==> src/core_ctl_regs.vh <==
// Purpose: constants for the core status and cache configuration register bank
// Assumes: included by core_ctl_bank.v only
// Notes: bit positions, reset values and power-down codes
// Functional notes
// - upper sixteen status bits are read-only identification
// - power-down field bits 15:10 always read zero
// - codes 001001/010001 enter light sleep, interrupt wake
// - codes 011010/011100 enter deep sleeps, reset-only exit
// - clip flag set by unit, cleared by move
// - clip set beats same-cycle software clear
// - clip flag visible two cycles after saturation
// - false-condition instruction leaves clip flag alone
// - byte order bit 8 read-only, default little
// - program cache mode 7:5 takes 000 or 010
// - data cache mode 4:2 takes 000 or 010
// - interrupt taken copies global gate into saved gate
// - global gate bit 0 masks maskable interrupts
// - cache config bit 31 gives crossbar priority
// - cache config bit 9 invalidates program cache
// - cache config bit 8 invalidates data cache
// - way mode bits 2:0 take 000,001,010,011,111
// - reserved cache config bits read-only, writes ignored
`ifndef CORE_CTL_REGS_VH
`define CORE_CTL_REGS_VH
`define CSR_ID_HI 31
`define CSR_ID_LO 16
`define CSR_PWR_HI 15
`define CSR_PWR_LO 10
`define CSR_CLIP 9
`define CSR_ORDER 8
`define CSR_PCM_HI 7
`define CSR_PCM_LO 5
`define CSR_DCM_HI 4
`define CSR_DCM_LO 2
`define CSR_SAVED 1
`define CSR_GATE 0
`define CACHE_CONFIG_REG_PRIO 31
`define CACHE_CONFIG_REG_PFLUSH 9
`define CACHE_CONFIG_REG_DFLUSH 8
`define CACHE_CONFIG_REG_WAY_HI 2
`define CACHE_CONFIG_REG_WAY_LO 0
`define CACHE_MODE_RST 3'h0
`define CACHE_MODE_ALT 3'h2
`define WAY_MODE_RST 3'h0
`define WAY_NONE 3'h0
`define WAY_ONE 3'h1
`define WAY_TWO 3'h2
`define WAY_THREE 3'h3
`define WAY_FOUR 3'h7
`define ORDER_RST 1'h1
`define CACHE_CONFIG_REG_RSVH_HI 30
`define CACHE_CONFIG_REG_RSVH_LO 10
`define CACHE_CONFIG_REG_RSVL_HI 7
`define CACHE_CONFIG_REG_RSVL_LO 3
`define PWR_NONE 6'h00
`define PWR_LIGHT_EN 6'h09
`define PWR_LIGHT_ANY 6'h11
`define PWR_DEEP 6'h1a
`define PWR_DEEPEST 6'h1c
`define ST_RUN 2'h0
`define ST_LIGHT 2'h1
`define ST_DEEP 2'h2
`define ST_DEEPEST 2'h3
`endif

==> src/core_ctl_bank.v <==
// Purpose: core control status and cache configuration registers
// Assumes: one clock, synchronous active-low reset, move-instruction access ports
// Notes: power-down state is reported, sequencing lives elsewhere
`timescale 1ns/10ps
`include "core_ctl_regs.vh"
module core_ctl_bank #(
  parameter [15:0] core_ident = 16'h00a5 // arbitrary value
) (
  // clock and reset
  input wire clk,
  input wire resetn,
  // endian strap
  input wire little_endian,
  // control move access
  input wire csr_wr,
  input wire [31:0] csr_wdata,
  output reg [31:0] csr_rdata,
  input wire cache_config_reg_wr,
  input wire [31:0] cache_config_reg_wdata,
  output reg [31:0] cache_config_reg_rdata,
  // functional unit and interrupt events
  input wire sat_event,
  input wire sat_cond_true,
  input wire irq_taken,
  input wire irq_pending,
  input wire irq_pending_enabled,
  // control outputs
  output reg irq_gate,
  output reg [1:0] sleep_state,
  output reg [2:0] program_cache_mode,
  output reg [2:0] data_cache_mode,
  output reg l2_arbitration_bit,
  output reg program_cache_flush,
  output reg data_cache_flush,
  output reg [2:0] l2_way_mode
);

  // ******************************
  // legal field codes
  // ******************************
  function cache_ok;
    input [2:0] code;
    begin
      cache_ok = (code == `CACHE_MODE_RST) || (code == `CACHE_MODE_ALT);
    end
  endfunction

  function way_ok;
    input [2:0] code;
    begin
      way_ok = (code == `WAY_NONE) || (code == `WAY_ONE) || (code == `WAY_TWO) || (code == `WAY_THREE)
               || (code == `WAY_FOUR);
    end
  endfunction

  // ******************************
  // power-down state codes
  // ******************************
  localparam [1:0] st_run = `ST_RUN;
  localparam [1:0] st_light = `ST_LIGHT;
  localparam [1:0] st_deep = `ST_DEEP;
  localparam [1:0] st_deepest = `ST_DEEPEST;

  // maps a written power-down code to the state it asks for; reserved codes keep running
  function [1:0] sleep_target;
    input [5:0] code;
    begin
      case (code)
        `PWR_LIGHT_EN: sleep_target = st_light;
        `PWR_LIGHT_ANY: sleep_target = st_light;
        `PWR_DEEP: sleep_target = st_deep;
        `PWR_DEEPEST: sleep_target = st_deepest;
        default: sleep_target = st_run;
      endcase
    end
  endfunction

  reg clip_flag;
  reg clip_pend;
  reg saved_gate;
  reg order_bit;
  reg wake_any;
  reg [1:0] next_sleep;
  wire [5:0] pwr_code;
  wire run_write;

  assign pwr_code = csr_wdata[`CSR_PWR_HI:`CSR_PWR_LO];
  // a power-down code is only acted on while the core runs
  assign run_write = csr_wr && (sleep_state == st_run);

  // ******************************
  // power-down states
  // ******************************
  always @* begin
    next_sleep = sleep_state;
    case (sleep_state)
      st_run: begin
        if (csr_wr) begin
          next_sleep = sleep_target(pwr_code);
        end
      end
      st_light: begin
        if (wake_any ? irq_pending : irq_pending_enabled) begin
          next_sleep = st_run;
        end
      end
      st_deep: begin
        next_sleep = st_deep;
      end
      st_deepest: begin
        next_sleep = st_deepest;
      end
      default: begin
        next_sleep = st_run;
      end
    endcase
  end

  always @(posedge clk) begin
    if (!resetn) begin
      sleep_state <= st_run;
      wake_any <= 1'b0;
    end else begin
      sleep_state <= next_sleep;
      // the light-sleep code written picks the wake source
      if (run_write && pwr_code == `PWR_LIGHT_ANY) begin
        wake_any <= 1'b1;
      end else if (run_write && pwr_code == `PWR_LIGHT_EN) begin
        wake_any <= 1'b0;
      end
    end
  end

  // ******************************
  // saturation flag
  // ******************************
  // the pending stage is the one-cycle delay slot before the flag shows
  always @(posedge clk) begin
    if (!resetn) begin
      clip_pend <= 1'b0;
      clip_flag <= 1'b0;
    end else begin
      clip_pend <= sat_event && sat_cond_true;
      if (clip_pend) begin
        clip_flag <= 1'b1;
      end else if (csr_wr && !csr_wdata[`CSR_CLIP]) begin
        clip_flag <= 1'b0;
      end
    end
  end

  // ******************************
  // interrupt gates
  // ******************************
  // a taken interrupt outranks a move in the same cycle so the saved copy is never lost
  always @(posedge clk) begin
    if (!resetn) begin
      saved_gate <= 1'b0;
      irq_gate <= 1'b0;
    end else if (irq_taken) begin
      saved_gate <= irq_gate;
      irq_gate <= 1'b0;
    end else if (csr_wr) begin
      saved_gate <= csr_wdata[`CSR_SAVED];
      irq_gate <= csr_wdata[`CSR_GATE];
    end
  end

  // ******************************
  // cache modes and endian strap
  // ******************************
  always @(posedge clk) begin
    if (!resetn) begin
      program_cache_mode <= `CACHE_MODE_RST;
      data_cache_mode <= `CACHE_MODE_RST;
      order_bit <= `ORDER_RST;
    end else begin
      order_bit <= little_endian;
      if (csr_wr && cache_ok(csr_wdata[`CSR_PCM_HI:`CSR_PCM_LO])) begin
        program_cache_mode <= csr_wdata[`CSR_PCM_HI:`CSR_PCM_LO];
      end
      if (csr_wr && cache_ok(csr_wdata[`CSR_DCM_HI:`CSR_DCM_LO])) begin
        data_cache_mode <= csr_wdata[`CSR_DCM_HI:`CSR_DCM_LO];
      end
    end
  end

  // ******************************
  // cache configuration register
  // ******************************
  always @(posedge clk) begin
    if (!resetn) begin
      l2_arbitration_bit <= 1'b0;
      program_cache_flush <= 1'b0;
      data_cache_flush <= 1'b0;
      l2_way_mode <= `WAY_MODE_RST;
    end else begin
      program_cache_flush <= cache_config_reg_wr && cache_config_reg_wdata[`CACHE_CONFIG_REG_PFLUSH];
      data_cache_flush <= cache_config_reg_wr && cache_config_reg_wdata[`CACHE_CONFIG_REG_DFLUSH];
      if (cache_config_reg_wr) begin
        l2_arbitration_bit <= cache_config_reg_wdata[`CACHE_CONFIG_REG_PRIO];
        if (way_ok(cache_config_reg_wdata[`CACHE_CONFIG_REG_WAY_HI:`CACHE_CONFIG_REG_WAY_LO])) begin
          l2_way_mode <= cache_config_reg_wdata[`CACHE_CONFIG_REG_WAY_HI:`CACHE_CONFIG_REG_WAY_LO];
        end
      end
    end
  end

  // ******************************
  // read data
  // ******************************
  // read-only and always-zero fields are built here, so write data never reaches them
  wire [31:0] csr_image;
  wire [31:0] cache_config_reg_image;

  assign csr_image[`CSR_ID_HI:`CSR_ID_LO] = core_ident;
  assign csr_image[`CSR_PWR_HI:`CSR_PWR_LO] = `PWR_NONE;
  assign csr_image[`CSR_CLIP] = clip_flag;
  assign csr_image[`CSR_ORDER] = order_bit;
  assign csr_image[`CSR_PCM_HI:`CSR_PCM_LO] = program_cache_mode;
  assign csr_image[`CSR_DCM_HI:`CSR_DCM_LO] = data_cache_mode;
  assign csr_image[`CSR_SAVED] = saved_gate;
  assign csr_image[`CSR_GATE] = irq_gate;
  assign cache_config_reg_image[`CACHE_CONFIG_REG_PRIO] = l2_arbitration_bit;
  assign cache_config_reg_image[`CACHE_CONFIG_REG_RSVH_HI:`CACHE_CONFIG_REG_RSVH_LO] = 21'h00_0000;
  // invalidate strobes are write-only and read back as zero
  assign cache_config_reg_image[`CACHE_CONFIG_REG_PFLUSH] = 1'h0;
  assign cache_config_reg_image[`CACHE_CONFIG_REG_DFLUSH] = 1'h0;
  assign cache_config_reg_image[`CACHE_CONFIG_REG_RSVL_HI:`CACHE_CONFIG_REG_RSVL_LO] = 5'h00;
  assign cache_config_reg_image[`CACHE_CONFIG_REG_WAY_HI:`CACHE_CONFIG_REG_WAY_LO] = l2_way_mode;

  always @(posedge clk) begin
    if (!resetn) begin
      csr_rdata <= 32'h0000_0000;
      cache_config_reg_rdata <= 32'h0000_0000;
    end else begin
      csr_rdata <= csr_image;
      cache_config_reg_rdata <= cache_config_reg_image;
    end
  end

endmodule // core_ctl_bank

==> config.mk <==
export PLATFORM = sky130hd
export DESIGN_NAME = core_ctl_bank
export DESIGN_NICKNAME = d
export VERILOG_FILES = /design/src/core_ctl_bank.v
export VERILOG_INCLUDE_DIRS = /design/src /design/src/src
export SDC_FILE = /design/constraint.sdc
export NUM_CORES = 1
export LEC_CHECK = 0
export ABC_AREA = 1
export BUFFER_PORTS_ARGS = -buffer_cell sky130_fd_sc_hd__buf_4
export CAP_MARGIN = 20
export CORE_ASPECT_RATIO = 1.2
export CORE_MARGIN = 2
export CORE_UTILIZATION = 36
export DETAILED_ROUTE_END_ITERATION = 10
export GPL_TIMING_DRIVEN = 0
export HOLD_SLACK_MARGIN = 0.03
export PLACE_DENSITY = 0.8
export SYNTH_ARGS = -nofsm -noshare
export SYNTH_HDL_FRONTEND = slang
export SYNTH_SLANG_ARGS = --single-unit
export TNS_END_PERCENT = 30
==> constraint.sdc <==
create_clock -name clk -period 1 [get_ports clk]
set_input_delay 0.3 -clock clk [delete_from_list [all_inputs] [get_ports clk]]
set_output_delay 0.3 -clock clk [all_outputs]
set_load 0.01 [all_outputs]
==> flow_metrics.env, run 1 <==
export IMPL_cts_sinks=35
export IMPL_fin_crit_sh_pct=116
export IMPL_grt_pass1_wl_um=5130
export IMPL_grt_pass1_vias=1268
export IMPL_placed_area_um2=2300
export IMPL_grt_usage_pct=13.3
export IMPL_clock_latency_ns=0.28
export IMPL_synth_edf_count=0
export IMPL_cts_buffer_depth=2
export IMPL_dr_pass1_iters=4
export IMPL_yosysMostFrequentCell="buf_4"
export IMPL_yosysTopAreaCellShare_pct=44.1
export IMPL_cp_max_fo=4
export IMPL_crit_path_cell_trace="buf_4, buf_6"
export IMPL_wirelength_um=3440
export IMPL_instances_no_fill=384
export IMPL_antennaDiodeCount=0
export IMPL_worstSetupPathType="reg2out"
export IMPL_final_max_slew_viol_count=0
export IMPL_peakVddDrop_mv=0.479
export IMPL_initial_core_util_pct=37.3
export IMPL_ys_types=20
export IMPL_syn_area_per_cell_um2=7.71
export IMPL_antenna_found_initial=0
export IMPL_synth_area_um2=1590
export IMPL_cap_violations=0
export IMPL_finalSetupViolCount=31
export IMPL_critPathBufInv=2
export IMPL_arrival_ns=0.86
export IMPL_core_area_um2=4260
export IMPL_crit_end="csr_rdata[18]"
export IMPL_gp_congestion=0.779
export IMPL_port_buffers=63
export IMPL_reg2reg_slack_ns=0.02
export IMPL_ys_warn_count=0
export IMPL_finalHoldViolCount=0
export IMPL_setup_slack_ns=-0.158
export IMPL_leakage_nw=1.53
export IMPL_drc=0
export IMPL_failed_checks="setup timing"
export IMPL_die_x_um=64.7
export IMPL_dr_total_vias=1467
export IMPL_crit_path_start_kind="flop"
export IMPL_cp_required_ns=0.70
export IMPL_numCtsBuffers=5
export IMPL_regToRegEndpoint="sleep_state[0]$_SDFFE_PN0P_"
export IMPL_dpl_hpwl_um=2650
export IMPL_critPathMaxStageDelay_ns=0.34
export IMPL_cp_num_cells=2
export IMPL_die_area_um2=4960
export IMPL_min_path_type="in2reg"
export IMPL_yosys_area_top_type="dfxtp_1"
export IMPL_finalClockSkew_ns=0.00506
export IMPL_n_fill_cell=362
export IMPL_clk_pin_slew_ns=0.06
export IMPL_seq_area_um2=736
export IMPL_htreeDepth=2
export IMPL_synthCells=206
export IMPL_period_needed_ns=1.16
export IMPL_power_density_nw_per_um2=1190
export IMPL_synth_area_leaders="dfxtp_1, buf_4, nand2_1, inv_1, nor2_1"
export IMPL_worst_path_max_delay_cell="dfxtp_2"
export IMPL_grt_setup_unrepaired="true"
export IMPL_die_y_um=76.8
export IMPL_clock_root_buffer="clkbuf_8"
export IMPL_grt_overflow_total=0
export IMPL_ys_ff_latch=35
export IMPL_status="finished with violations"
export IMPL_ys_seq_area_share_pct=44.1
export IMPL_ys_async_sr_fraction_pct=0
export IMPL_avgViaCountPerCell=3.82
export IMPL_cts_tree="done"
export IMPL_ios=153
export IMPL_wl_per_cell_um=8.96
export IMPL_drtIter0Drc=68
export IMPL_drive_gt1_share_pct=49.7
export IMPL_nets=402
export IMPL_multi_input_area_um2=564
export IMPL_worstSetupStartpoint="csr_rdata[21]$_DFF_P_"
export IMPL_placed_cells=370
export IMPL_ant_nets=0
export IMPL_fmax_mhz=864
export IMPL_worstReg2RegStart="sleep_state[0]$_SDFFE_PN0P_"
export IMPL_syn_to_final_growth_pct=63.4
export IMPL_worstSetupEndpointType="primary output"
export IMPL_grt_max_degree=11
export IMPL_design_area_um2=2600
export IMPL_cp_top_family="flip-flops"
export IMPL_reg2reg_depth=7
export IMPL_synth_common_cells="buf_4, dfxtp_1, nand2_1, inv_1, nor2_1"
export IMPL_finalPower_w=0.00309
export IMPL_ys_flop_type="dfxtp_1"
export IMPL_placementRows=26
[area by class of cell]
type / count / share of cell area (%)
flip-flops and latches: 35 / 28.3
repair buffers: 70 / 24.4
multi-input cells: 132 / 21.7
plain buffers: 51 / 14.7
inverters: 33 / 4.77
clock buffers: 6 / 3.18
well taps: 56 / 2.70
clock inverters: 1 / 0.193
[per-stage QoR]
step,util [%],hold WS [ns],setup TNS [ns],worst slack [ns]
floorplan,-,0.328,0,0.0419
global placement,54.0,0.403,-0.154,-0.0471
detailed placement,54.0,0.399,-0.283,-0.0676
CTS,59.8,0.131,-1.22,-0.161
global route,60.9,0.128,-1.82,-0.194
finish,60.9,0.140,-0.888,-0.158
[report_power, final]
part	total (W)	leakage (nW)	internal, W	switching (W)
Sequential	0.00148	0.297	0.00145	0.0000271
Clock	0.00102	0.0470	0.000540	0.000478
Combinational	0.000600	1.18	0.000335	0.000264
Total	0.00309	1.53	0.00232	0.000769
[how the worst min path moves through the flow]
| stage | from | to | slack [ns] | cells past startpoint |
|---|---|---|---|---|
| 3_5_place_dp | order_bit$_SDFF_PN1_ | csr_rdata[8]$_SDFF_PN0_ | 0.40 | 2 |
| 4_1_cts | resetn | csr_rdata[21]$_DFF_P_ | 0.13 | 1 |
| 3_3_place_gp | order_bit$_SDFF_PN1_ | csr_rdata[8]$_SDFF_PN0_ | 0.40 | 2 |
| 6_report | resetn | csr_rdata[21]$_DFF_P_ | 0.14 | 1 |
| 2_1_floorplan | resetn | csr_rdata[21]$_DFF_P_ | 0.33 | 0 |
| 5_1_grt | resetn | csr_rdata[21]$_DFF_P_ | 0.13 | 1 |
[worst reg2reg max path, cell delays in order (launching register included)]
cell	delay [ns]
dfxtp_4	0.35
inv_2	0.06
nand2_2	0.07
nor2_4	0.13
nand3_1	0.11
nand2_1	0.07
nor2_1	0.04
nor2_1	0.07
[kinds of logic after synthesis]
group / count (synthesis) / share of synthesized area [%]
other: 1 / 0.236
XOR/XNOR: 1 / 0.551
AND/OR/NAND/NOR: 68 / 17.1
AO/OA/AOI/OAI: 17 / 6.30
buffers and inverters: 84 / 31.7
flip-flops: 35 / 44.1
[metal layers]
| layer | track usage [%] | vias to the layer above | share of wire [%] |
|---|---|---|---|
| li1 | - | 765 | - |
| met1 | 13.2 | 615 | 36 |
| met2 | 24.6 | 82 | 52 |
| met3 | 3.52 | 5 | 9.8 |
| met4 | 7.02 | 0 | 1.7 |
| met5 | 0 | - | 0 |
[flip-flops by register name, indices dropped and copies added, names as in the netlist, 2 cells and up]
register                flops
csr_rdata                  11
cache_config_reg_rdata      4
data_cache_mode             3
l2_way_mode                 3
program_cache_mode          3
sleep_state                 2
[layout by cell type, fill, tap and decap left out, types with 2 or more instances in the layout]
| master | instances |
|---|---|
| a21oi_1 | 5 |
| buf_4 | 91 |
| buf_6 | 29 |
| clkbuf_8 | 6 |
| conb_1 | 46 |
| dfxtp_1 | 9 |
| dfxtp_2 | 25 |
| inv_1 | 28 |
| inv_2 | 5 |
| nand2_1 | 34 |
| nand3_1 | 5 |
| nor2_1 | 23 |
| nor3_1 | 2 |
| o21a_1 | 2 |
| o21ai_1 | 6 |
[timing repair]
| item | CTS | global route |
|---|---|---|
| gates resized for setup | 40 | 21 |
| hold buffers | 0 | 0 |
| pin swaps | 0 | 2 |
| setup buffers | 6 | 1 |
| endpoints found under the setup margin | 34 | 35 |
Power figures use the tool's default switching activity.
==> inputs of run 2 (changes only) <==
MAX_ROUTING_LAYER = met4   (was not set)
==> run 2 against run 1 <==
The run still ends with setup timing left. Maximum frequency about the same. Via count is the same. Flip-flop and latch count unchanged. Combinational power is essentially flat. Largest power group unchanged. First-iteration DRC count decreased by 15%.
==> flow_metrics.env, run 2 (synthesized netlist as in run 1, its figures left out) <==
export IMPL_switching_share_pct=24.9
export IMPL_cp_max_fo=4
export IMPL_pwr_share_clk_pct=32.9
export IMPL_core_area_um2=4260
export IMPL_leakage_nw=1.53
export IMPL_nets=402
export IMPL_die_area_um2=4960
export IMPL_p_comb_share_pct=19.4
export IMPL_largest_register="csr_rdata"
export IMPL_die_x_um=64.7
export IMPL_clk_pin_slew_ns=0.06
export IMPL_pwr_share_seq_pct=47.7
export IMPL_biggestRegsByFlops="csr_rdata (11), cache_config_reg_rdata (4)"
export IMPL_syn_to_final_growth_pct=63.4
export IMPL_worstSetupStartpoint="csr_rdata[21]$_DFF_P_"
export IMPL_grt_pass1_vias=1264
export IMPL_grt_overflow_total=0
export IMPL_antennaDiodeCount=0
export IMPL_status="finished with violations"
export IMPL_crit_path_start_kind="flop"
export IMPL_gp_congestion=0.789
export IMPL_design_area_um2=2600
export IMPL_wirelength_um=3440
export IMPL_htreeDepth=2
export IMPL_largest_reg_flops=11
export IMPL_grt_setup_unrepaired="true"
export IMPL_wl_per_cell_um=8.96
export IMPL_power_density_nw_per_um2=1190
export IMPL_ios=153
export IMPL_finalSetupViolCount=31
export IMPL_hold_buffers=0
export IMPL_port_buffers=63
export IMPL_pre_cts_slack_ns=-0.0676
export IMPL_finalClockSkew_ns=0.00506
export IMPL_initial_core_util_pct=37.3
export IMPL_worstSetupPathType="reg2out"
export IMPL_worstSetupEndpointType="primary output"
export IMPL_final_cell_mix="buf_4, conb_1, nand2_1"
export IMPL_min_from="resetn"
export IMPL_dpl_hpwl_um=2650
export IMPL_avgViaCountPerCell=3.82
export IMPL_cts_buffer_depth=2
export IMPL_grt_max_degree=11
export IMPL_final_max_slew_viol_count=0
export IMPL_setup_slack_ns=-0.158
export IMPL_drive_gt1_share_pct=49.7
export IMPL_failed_checks="setup timing"
export IMPL_p_sw_w=0.000769
export IMPL_period_needed_ns=1.16
export IMPL_cts_tree="done"
export IMPL_dr_total_vias=1467
export IMPL_clock_root_buffer="clkbuf_8"
export IMPL_grt_pass1_wl_um=5130
export IMPL_ant_nets=0
export IMPL_fmax_mhz=864
export IMPL_dr_pass1_iters=4
export IMPL_fin_crit_sh_pct=116
export IMPL_grt_usage_pct=13.6
export IMPL_die_y_um=76.8
export IMPL_cap_violations=0
export IMPL_placed_area_um2=2300
export IMPL_arrival_ns=0.86
export IMPL_min_path_type="in2reg"
export IMPL_worstReg2RegStart="sleep_state[0]$_SDFFE_PN0P_"
export IMPL_placementRows=26
export IMPL_p_int_w=0.00232
export IMPL_layout_commonest_cell="buf_4"
export IMPL_peakVddDrop_mv=0.479
export IMPL_drc=0
export IMPL_n_fill_cell=362
export IMPL_cts_sinks=35
export IMPL_clock_latency_ns=0.28
export IMPL_numCtsBuffers=5
export IMPL_antenna_found_initial=0
export IMPL_cp_required_ns=0.70
export IMPL_finalHoldViolCount=0
export IMPL_drtIter0Drc=58
run 2: cell counts in the layout (fill, tap and decap cells not counted):
No cell type changed its count.
run 2: power by group through the flow:
stage	clock [W]	sequential (W)	combinational, W
global placement	0	0.00149	0.000539
CTS	0.00104	0.00147	0.000585
floorplan	0	0.00152	0.000327
global route	0.00110	0.00148	0.000657
detailed placement	0	0.00150	0.000548
finish	0.00102	0.00148	0.000600
run 2: per-stage QoR:
step	util (%)	total power, W	std cells	TNS, ns	hold WS, ns
final	60.9	0.00309	384	-0.885	0.140
after global routing	60.9	0.00323	384	-1.82	0.128
after CTS	59.8	0.00310	383	-1.22	0.131
after detailed placement	54.0	0.00204	370	-0.283	0.399
after global placement	54.0	0.00203	370	-0.154	0.403
after floorplan	-	0.00184	251	0	0.328
run 2: what timing repair did:
action	CTS	global route
resized for setup	40	21
buffers inserted	6	1
pin swaps	0	2
endpoints found under the setup margin	34	35
gates cloned	0	0
hold endpoints to repair	0	0
run 2: final timing paths:
| check | end | slack, ns | depth (start not counted) |
|---|---|---|---|
| worst max-delay path | csr_rdata[18] | -0.16 | 2 |
| worst min-delay path | csr_rdata[21]$_DFF_P_ | 0.14 | 1 |
| worst max register to register | sleep_state[0]$_SDFFE_PN0P_ | 0.02 | 7 |
| worst min register to register | csr_rdata[8]$_SDFF_PN0_ | 0.41 | 2 |
run 2: worst max-delay path, cell delays in order, from the launching register on:
cell,delay [ns]
dfxtp_2,0.34
buf_4,0.13
buf_6,0.11
run 2: cell type report:
| class | count | area (µm²) | area share (%) |
|---|---|---|---|
| clock inverters | 1 | 5.00 | 0.193 |
| multi-input cells | 132 | 564 | 21.7 |
| well taps | 56 | 70.1 | 2.70 |
| inverters | 33 | 124 | 4.77 |
| plain buffers | 51 | 380 | 14.7 |
| flip-flops and latches | 35 | 736 | 28.3 |
| clock buffers | 6 | 82.6 | 3.18 |
| repair buffers | 70 | 634 | 24.4 |
run 2: metal layers:
| metal | vias to the layer above | share of wire (%) | global-route usage [%] |
|---|---|---|---|
| met3 | 5 | 8.9 | 2.79 |
| met1 | 615 | 37 | 13.6 |
| met4 | 0 | 1.7 | 7.02 |
| met5 | - | 0 | - |
| li1 | 765 | - | - |
| met2 | 82 | 52 | 24.6 |
